### config.mk
export PLATFORM = sky130hd
export DESIGN_NAME = zero_cross_detect_logic
export DESIGN_NICKNAME = d
export VERILOG_FILES = /design/src/rtl/zero_cross_pkg.sv /design/src/rtl/zero_cross_detect_logic.sv /design/src/rtl/zero_cross_sync.sv
export SDC_FILE = /design/constraint.sdc
export NUM_CORES = 1
export LEC_CHECK = 0
export ABC_AREA = 0
export BUFFER_PORTS_ARGS = -buffer_cell sky130_fd_sc_hd__buf_2
export CORE_AREA = 2 2 39 41
export CTS_CLUSTER_DIAMETER = 80
export CTS_CLUSTER_SIZE = 8
export DETAILED_ROUTE_END_ITERATION = 16
export DIE_AREA = 0 0 41 43
export GPL_TIMING_DRIVEN = 0
export SLEW_MARGIN = 20
export SYNTH_ARGS = -nofsm -noshare
export SYNTH_HDL_FRONTEND = slang
export SYNTH_HIERARCHICAL = 1
export SYNTH_SLANG_ARGS = --single-unit
### constraint.sdc
create_clock -name CLK_SYS_IN -period 1.5 [get_ports CLK_SYS_IN]
set_input_delay 0.075 -clock CLK_SYS_IN [delete_from_list [all_inputs] [get_ports CLK_SYS_IN]]
set_output_delay 0.075 -clock CLK_SYS_IN [all_outputs]
set_load 0.01 [all_outputs]
### src/rtl/zero_cross_pkg.sv
package zero_cross_pkg;

  // ----------------------------------------------------------------
  // reset values and settle timing
  // ----------------------------------------------------------------
  localparam logic       LEVEL_RST     = 1'b0;
  localparam logic       INVERT_RST    = 1'b0;
  localparam logic       FLAG_RST      = 1'b0;
  localparam logic       IRQ_RST       = 1'b0;
  localparam int         SETTLE_W      = 2;
  localparam logic [1:0] SETTLE_RST    = 2'h0;
  // cycles after reset before edges count: both sync stages and the level register refilled
  localparam logic [1:0] SETTLE_CYCLES = 2'h3;

endpackage : zero_cross_pkg

### src/rtl/zero_cross_detect_logic.sv
`timescale 1ns/100ps
module zero_cross_detect_logic (
  input  wire logic CLK_SYS_IN,
  input  wire logic RSTN_IN,
  input  wire logic RAW_SINK_ACTIVE_IN,
  input  wire logic DETECT_ENABLE_IN,
  input  wire logic INVERT_SELECT_IN,
  input  wire logic RISE_IRQ_ENABLE_IN,
  input  wire logic FALL_IRQ_ENABLE_IN,
  input  wire logic ZERO_CROSS_IRQ_ENABLE_IN,
  input  wire logic PERIPHERAL_IRQ_ENABLE_IN,
  input  wire logic GLOBAL_IRQ_ENABLE_IN,
  input  wire logic FLAG_CLEAR_IN,
  output logic      ZERO_CROSS_LEVEL_SIGNAL_OUT,
  output logic      ZERO_CROSS_IRQ_FLAG_OUT,
  output logic      IRQ_OUT
);
  import zero_cross_pkg::*;

  typedef struct packed {
    logic                lvl;
    logic                invert_select;
    logic                flag;
    logic                irq;
    logic [SETTLE_W-1:0] settle;
  } det_s;

  det_s st_q;
  det_s st_d;
  logic sync_lvl;
  logic primed;
  logic adj_lvl;
  logic rise_ev;
  logic fall_ev;
  logic pol_ev;
  logic set_ev;

  // ----------------------------------------------------------------
  // input synchroniser
  // ----------------------------------------------------------------
  zero_cross_sync u_sync (
    .clk_sys_in (CLK_SYS_IN),
    .rstn_in    (RSTN_IN),
    .async_in   (RAW_SINK_ACTIVE_IN),
    .sync_out   (sync_lvl)
  );

  // ----------------------------------------------------------------
  // level, edges and flag
  // ----------------------------------------------------------------
  // edges are ignored until the synchroniser holds real samples,
  // otherwise a pin high at reset release looks like a rising edge
  assign primed  = (st_q.settle == SETTLE_CYCLES);
  assign adj_lvl = sync_lvl ^ INVERT_SELECT_IN;
  assign rise_ev = primed & DETECT_ENABLE_IN & adj_lvl & ~st_q.lvl;
  assign fall_ev = primed & DETECT_ENABLE_IN & ~adj_lvl & st_q.lvl;
  // polarity change counts even with the detector disabled
  assign pol_ev  = primed & (INVERT_SELECT_IN != st_q.invert_select);
  assign set_ev  = (rise_ev & RISE_IRQ_ENABLE_IN)
                 | (fall_ev & FALL_IRQ_ENABLE_IN)
                 | pol_ev;

  always_comb begin
    st_d     = st_q;
    st_d.lvl = adj_lvl;
    st_d.invert_select = INVERT_SELECT_IN;
    if (!primed) begin
      st_d.settle = st_q.settle + 2'h1;
    end
    // set beats clear; only FLAG_CLEAR_IN and reset clear the flag
    if (set_ev) begin
      st_d.flag = 1'b1;
    end else if (FLAG_CLEAR_IN) begin
      st_d.flag = 1'b0;
    end
    st_d.irq = st_d.flag & ZERO_CROSS_IRQ_ENABLE_IN
             & PERIPHERAL_IRQ_ENABLE_IN & GLOBAL_IRQ_ENABLE_IN;
  end

  always_ff @(posedge CLK_SYS_IN) begin
    if (!RSTN_IN) begin
      st_q.lvl    <= LEVEL_RST;
      st_q.invert_select    <= INVERT_RST;
      st_q.flag   <= FLAG_RST;
      st_q.irq    <= IRQ_RST;
      st_q.settle <= SETTLE_RST;
    end else begin
      st_q <= st_d;
    end
  end

  assign ZERO_CROSS_LEVEL_SIGNAL_OUT = st_q.lvl;
  assign ZERO_CROSS_IRQ_FLAG_OUT     = st_q.flag;
  assign IRQ_OUT                     = st_q.irq;
endmodule : zero_cross_detect_logic

### src/rtl/zero_cross_sync.sv
`timescale 1ns/100ps
module zero_cross_sync (
  input  wire logic clk_sys_in,
  input  wire logic rstn_in,
  input  wire logic async_in,
  output logic      sync_out
);
  import zero_cross_pkg::*;

  typedef struct packed {
    logic s1;
    logic s2;
  } sync_s;

  sync_s st_q;
  sync_s st_d;

  // ----------------------------------------------------------------
  // two-stage synchroniser; only stage two is ever read outside
  // ----------------------------------------------------------------
  always_comb begin
    st_d    = st_q;
    st_d.s1 = async_in;
    st_d.s2 = st_q.s1;
  end

  always_ff @(posedge clk_sys_in) begin
    if (!rstn_in) begin
      st_q <= '0;
    end else begin
      st_q <= st_d;
    end
  end

  assign sync_out = st_q.s2;

endmodule : zero_cross_sync

# --- After elaboration in Yosys (flattened, before gate mapping) ---
# Cells that the tools add are included.
classes:
  eq_ne: 2
  bitwise_logic: 16
  n_addsub: 1
  muxes: 2
ops:
  columns: ["cell", "n"]
  rows:
  - ["$and A1 B1 Y1", 11]
  - ["$add A2 B1 Y2 const B", 1]
  - ["$eq A2 B2 Y1 const B", 1]
  - ["$mux W1", 2]
  - ["$not A1 Y1", 2]
  - ["$or A1 B1 Y1", 2]
  - ["$ne A1 B1 Y1", 1]
  - ["$xor A1 B1 Y1", 1]
word_totals:
  wordCells: 28
  register_bits: 8
  inputBits: 11
  out_inout_bits: 3

# --- Depth between registers and ports, before layout ---
# Gate-level depths: netlist of the first run.
depth:
  ltp_word: 11
  mapped_depth: 4

# --- By module ---
# The synthesis of the first run kept the hierarchy.
modules_own_cells:
  columns: ["mod", "area_per_inst_um2", "cells_each", "instances"]
  rows:
  - ["zero_cross_detect_logic", 265.3, 23, 1]
  - ["zero_cross_sync", 52.6, 4, 1]

# --- Worst setup path before layout of the first run ---
# Ideal clock, no wire load.
synth_path:
  kind: "register to register"
  from: "reg st_q[0] (netlist bit)"
  to: "reg st_q, in the netlist ZERO_CROSS_IRQ_FLAG_OUT"
  path_stages_with_launch: 5
  path_buffers: 0
  arrival_ps: 1056
  period_less_slack_ps: 1122
  path_slack_ps: 378
  setup_ps: 66
  cell_sequence: "dfxtp_1 > ha_1 > nand4b_1 > mux2_4 > a21boi_2"
synth_via:
  elab_chain_cells: 8
synth_rtl:
  columns: ["element", "line", "text"]
  rows:
  - ["start, declared", "zero_cross_detect_logic.sv:28", "det_s st_q;"]
  - ["start signal, assigned", "zero_cross_detect_logic.sv:88", "st_q <= st_d;"]
  - ["$eq A2 B2 Y1 *", "zero_cross_detect_logic.sv:53", "assign primed = (st_q.settle == SETTLE_CYCLES);"]
  - ["$and A1 B1 Y1", "zero_cross_detect_logic.sv:55, zero_cross_detect_logic.sv:56", null]
  - ["$and A1 B1 Y1 (on tied branches) (2 in series)", "zero_cross_detect_logic.sv:55, zero_cross_detect_logic.sv:56", null]
  - ["$and A1 B1 Y1 (on tied branches)", "zero_cross_detect_logic.sv:59, zero_cross_detect_logic.sv:60", null]
  - ["$or A1 B1 Y1", "zero_cross_detect_logic.sv:60", "| (fall_ev & FALL_IRQ_ENABLE_IN)"]
  - ["$or A1 B1 Y1 *", "zero_cross_detect_logic.sv:61", "| pol_ev;"]
  - ["$mux W1 *", "zero_cross_detect_logic.sv:71", "if (set_ev) begin"]
# Every way passes the cells marked *; elsewhere a longest branch is shown, timed or not.
# A chain may end at the register's enable or synchronous reset.

# --- Worst setup path in the final report of the first run ---
# Ends and elaborated chain as after synthesis.

==> qor.txt, run 1 <==
Post-route DRC - 0
global placement routability congestion - 0.622
fin worst setup slack - 277 ps
Warnings, synthesis - 6
TritonRoute pass-1 iters - 1
post-cts resize count - 0
die height - 43 um
number of global-route vias before repair - 227
Rows - 14
crit path kind - register to register
Setup WS pre-CTS - 272 ps
Setup TNS - 0 ps
worst-case clock buffer depth - 2
Max Slew Vio Count - 0
clk_skew - 7.07 ps
Worst Max-Slew Pin Slew - 257 ps
FMAX - 818 MHz
Diodes inserted - 0
final setup fails - 0
CP Data Arrival Time - 1400 ps
CP Max Fanout - 5
fin nets - 57
Antenna Nets Post-Route - 0
overflow left after global routing - 0
Syn Nets - 39
relative slew slack - 0.829
Reg clk slew, reported paths - 60 ps
clock sinks - 8
Seq/Total Area, Yosys - 0.504
Inserted Clock Buffers - 3
Hold WC Path Type - input port to register
placed cells - 56
Data required, critical path - 1680 ps
Syn Std Cell Area - 318 sq um
Mapped Cells - 27
Hold Fails Final Rpt - 0
final wirelength - 511 um
H-Tree Depth - 1
Die ar. - 1760 sq um
DIE WIDTH - 41 um
ratio of cells with drive above 1 in the final layout - 0.488
R2R cell count - 4
commonest non-fill, non-tap cell in the layout - buf_2
WHS Path Cells - 2
crit start category - register
layout filler cell count - 146
Root Buffer - clkbuf_4
Initial Util - 0.230
R2R setup slack - 280 ps
Area Overhead vs Synth - 33.9%
LEAKAGE - 0.188 nW
largest net degree at the start of global routing - 9
Iter 0 DRT Violations - 0
status - complete, no violations
Worst VDD drop - 0.000500 V
average wire per standard cell - 8.66 um
later-pin clock latency in the skew report - 250 ps
syn avg cell area - 11.8 sq um
Synth cell types - 15
reg2reg end - ZERO_CROSS_IRQ_FLAG_OUT
non-filler instance count after layout - 59
Max-Cap Viols - 0
Hold Path Origin - RAW_SINK_ACTIVE_IN
io pins - 14
first-pass GRT wire length - 855 um
most frequent cells in the layout - 13 x buf_2, 8 x dfxtp_1, 3 x and2_1, 3 x clkbuf_4
P per Cell Area - 1130 nW/um^2
worst hold slack - 30.2 ps
IO Port Bufs - 13
FF-to-FF Start - st_q[0]
Hold EP - u_sync/st_d[0]
core area - 1380 sq um
Overall Global Routing Usage - 0.0775
initial antenna violation count - 0
Vias - 239
vias per inst - 4.05
hold_buf cts - 0
fin crit share - 0.815
CP endpoint kind - register
Tmin final - 1220 ps
CTS tree - built
Yosys reg bits - 8
RSZ-0062 raised after global routing - false
Post-CTS Setup Bufs - 0
## kinds of logic after synthesis
family / Yosys count / synth area share
muxes: 2 / 0.0787
DFF: 8 / 0.504
AOI/OAI and AO/OA: 3 / 0.0787
adders and majority gates: 1 / 0.0394
xor gates and xnor gates: 3 / 0.0827
and+or+nand+nor: 10 / 0.217
## registers in the layout, summed over array words and instances (netlist names)
name / cells
u_sync/st_d: 1
st_q: 3
IRQ_OUT: 1
u_sync/sync_out: 1
ZERO_CROSS_LEVEL_SIGNAL_OUT: 1
ZERO_CROSS_IRQ_FLAG_OUT: 1
## worst max-delay path: stages, from the launching register on
cell and delay (ps):
dfxtp_1 350, ha_1 280, nand4b_1 120, mux2_4 300
a21boi_2 110
## power by group
part           internal, mW  leakage (nW)  switching, mW  total, mW
logic                0.0431         0.108         0.0313     0.0744
registers             0.233        0.0660        0.00990      0.243
clock network        0.0914        0.0138         0.0700      0.161
## cell usage after synthesis (all sizes together)
master	count	area share
a21boi	1	0.035
a21oi	2	0.043
and2	4	0.083
and2b	1	0.028
dfxtp	8	0.50
ha	1	0.039
mux2	1	0.047
mux2i	1	0.031
nand4	2	0.039
nand4b	1	0.028
nor2b	2	0.039
xnor2	2	0.055
xor2	1	0.028
## worst max-delay path by stage
stage | startpoint | to | depth (start not counted)
2_1_floorplan | st_q[0] | ZERO_CROSS_IRQ_FLAG_OUT | 4
3_3_place_gp | st_q[0] | ZERO_CROSS_IRQ_FLAG_OUT | 4
3_5_place_dp | st_q[0] | ZERO_CROSS_IRQ_FLAG_OUT | 4
4_1_cts | st_q[0] | ZERO_CROSS_IRQ_FLAG_OUT | 4
5_1_grt | st_q[0] | ZERO_CROSS_IRQ_FLAG_OUT | 4
6_report | st_q[0] | ZERO_CROSS_IRQ_FLAG_OUT | 4
## through the flow
step                 util  area (sq um)  power (mW)
global route        0.307           425       0.511
global placement    0.291           403       0.320
finish              0.307           425       0.479
CTS                 0.307           425       0.484
detailed placement  0.291           403       0.323
floorplan               -           318       0.296
## cell type report
cell class | count | area, sq um | share of cell area
clock buffers | 3 | 22.5 | 0.0529
multi-input cells | 19 | 158 | 0.371
flip-flops and latches | 8 | 160 | 0.376
well taps | 16 | 20.0 | 0.0471
repair buffers | 13 | 65.1 | 0.153
## per-layer routing
metal | wire [um] | track usage | vias to the layer above
met5 | 0 | 0 | -
li1 | - | - | 128
met3 | 54 | 0.0628 | 0
met4 | 0 | 0.0400 | 0
met2 | 192 | 0.103 | 14
met1 | 263 | 0.0844 | 97
(Power assumes the default switching activity.)
==> inputs of run 2 (changes only) <==
- clock period: 1.5 -> 1.1 ns (I/O delays scaled with it)
==> qor.txt, run 2 (same netlist as run 1, synthesis figures left out) <==
fin worst setup slack - 27.9 ps (was 277 ps)
number of global-route vias before repair - 258 (was 227)
largest net degree at the start of global routing - 9 (unchanged)
Iter 0 DRT Violations - 1 (was 0)
die height - 43 um (unchanged)
Worst path max stage delay - 350 ps (about the same)
Initial Util - 0.230 (unchanged)
Setup TNS - 0 ps (unchanged)
global placement routability congestion - 0.596 (was 0.622)
Worst Max-Slew Pin Slew - 247 ps (was 257 ps)
Max-Cap Viols - 0 (unchanged)
core area - 1380 sq um (unchanged)
Inserted Clock Buffers - 3 (unchanged)
Overall Power - 0.695 mW (was 0.479 mW)
status - complete, no violations (unchanged)
Overall Global Routing Usage - 0.0845 (was 0.0775)
Diodes inserted - 0 (unchanged)
Post-route DRC - 0 (unchanged)
Most flops, register - st_q (unchanged)
Tmin final - 1070 ps (was 1220 ps)
initial antenna violation count - 0 (unchanged)
clock sinks - 8 (unchanged)
RSZ-0062 raised after global routing - true (was false)
Hold WC Path Type - input port to register (unchanged)
ratio of cells with drive above 1 in the final layout - 0.587 (was 0.488)
crit start category - register (unchanged)
final core occ - 0.335 (was 0.307)
Data required, critical path - 1280 ps (was 1680 ps)
IO Port Bufs - 13 (unchanged)
fin crit share - 0.975 (was 0.815)
CTS tree - built (unchanged)
hold_buf cts - 0 (unchanged)
Setup WS pre-CTS - -81.0 ps (was 272 ps)
fin nets - 60 (was 57)
first-pass GRT wire length - 945 um (was 855 um)
design area - 463 sq um (was 425 sq um)
non-filler instance count after layout - 62 (was 59)
io pins - 14 (unchanged)
Worst VDD drop - 0.000566 V (was 0.000500 V)
final wirelength - 577 um (was 511 um)
TritonRoute pass-1 iters - 4 (was 1)
final setup fails - 0 (unchanged)
CP endpoint kind - register (unchanged)
H-Tree Depth - 1 (unchanged)
dpl cell area - 405 sq um (was 403 sq um)
relative slew slack - 0.835 (was 0.829)
commonest non-fill, non-tap cell in the layout - buf_2 (unchanged)
Root Buffer - clkbuf_4 (unchanged)
vias per inst - 4.21 (was 4.05)
worst-case clock buffer depth - 2 (unchanged)
Hold Fails Final Rpt - 0 (unchanged)
DIE WIDTH - 41 um (unchanged)
max reg flops - 3 (unchanged)
Reg clk slew, reported paths - 50 ps (was 60 ps)
Max Slew Vio Count - 0 (unchanged)
overflow left after global routing - 0 (unchanged)
Die ar. - 1760 sq um (unchanged)
Area Overhead vs Synth - 45.7% (was 33.9%)
FMAX - 933 MHz (was 818 MHz)
Rows - 14 (unchanged)
LEAKAGE - 0.203 nW (was 0.188 nW)
crit path kind - register to register (unchanged)
placed cells - 56 (unchanged)
Antenna Nets Post-Route - 0 (unchanged)
P per Cell Area - 1500 nW/um^2 (was 1130 nW/um^2)
cells along the critical path - ha_4, nand4b_1, mux2_4, a21boi_2 (was ha_1, nand4b_1, mux2_4, a21boi_2)
Critical-path top delay cell - dfxtp_2 (was dfxtp_1)
CP Data Arrival Time - 1260 ps (was 1400 ps)
clk_skew - 4.80 ps (was 7.07 ps)
Vias - 261 (was 239)
average wire per standard cell - 9.31 um (was 8.66 um)
CP Max Fanout - 4 (was 5)
worst hold slack - 15.2 ps (was 30.2 ps)
most frequent cells in the layout - 13 x buf_2, 6 x dfxtp_1, 3 x and2_1, 3 x clkbuf_4, 3 x buf_4 (was 13 x buf_2, 8 x dfxtp_1, 3 x and2_1, 3 x clkbuf_4)
later-pin clock latency in the skew report - 250 ps (about the same)
[run 2: cell types whose count changed in the layout (fill, tap and decap cells not counted), sizes merged]
cell,before,now
buf,13,16
[run 2: area by class of cell]
class | count | area [sq um]
timing repair buffer | 16 | 87.6
sequential | 8 | 163
clock buffer | 3 | 22.5
tap | 16 | 20.0
multi-input combinational | 19 | 170
fill | 147 | 921
[run 2: path summary, 6_finish.rpt]
kind	from	to	slack [ps]	depth (start not counted)
worst max-delay path	st_q[0]	ZERO_CROSS_IRQ_FLAG_OUT	30	4
worst min register to register	u_sync/st_d[0]	u_sync/sync_out	430	1
worst min-delay path	RAW_SINK_ACTIVE_IN	u_sync/st_d[0]	20	2
worst max register to register	st_q[0]	ZERO_CROSS_IRQ_FLAG_OUT	30	4
[run 2: what timing repair did]
| item | in CTS | in global routing |
|---|---|---|
| pin swaps | 1 | 1 |
| setup endpoints to repair | 2 | 2 |
| resized for setup | 3 | 0 |
| setup buffers | 0 | 3 |
[run 2: power breakdown]
part | switching, mW | internal, mW | total [mW]
logic | 0.0494 | 0.0840 | 0.133
clock network | 0.0946 | 0.125 | 0.219
registers | 0.0207 | 0.322 | 0.342
[run 2: metal layers]
layer / track usage / wire length (um) / vias to the layer above
met1: 0.0971 / 254 / 113
met3: 0.0628 / 67 / 0
met5: 0 / 0 / -
li1: - / - / 132
met2: 0.113 / 255 / 16
met4: 0.0400 / 0 / 0
[run 2: worst max-delay path: cells and delay by family, from the launching register on]
| kind | cells | cell delay (ps) |
|---|---|---|
| flip-flops | 1 | 350 |
| adder cells (fa/ha/maj) | 1 | 160 |
| AND/OR/NAND/NOR | 1 | 90 |
| AO/OA/AOI/OAI | 1 | 110 |
| multiplexers | 1 | 290 |
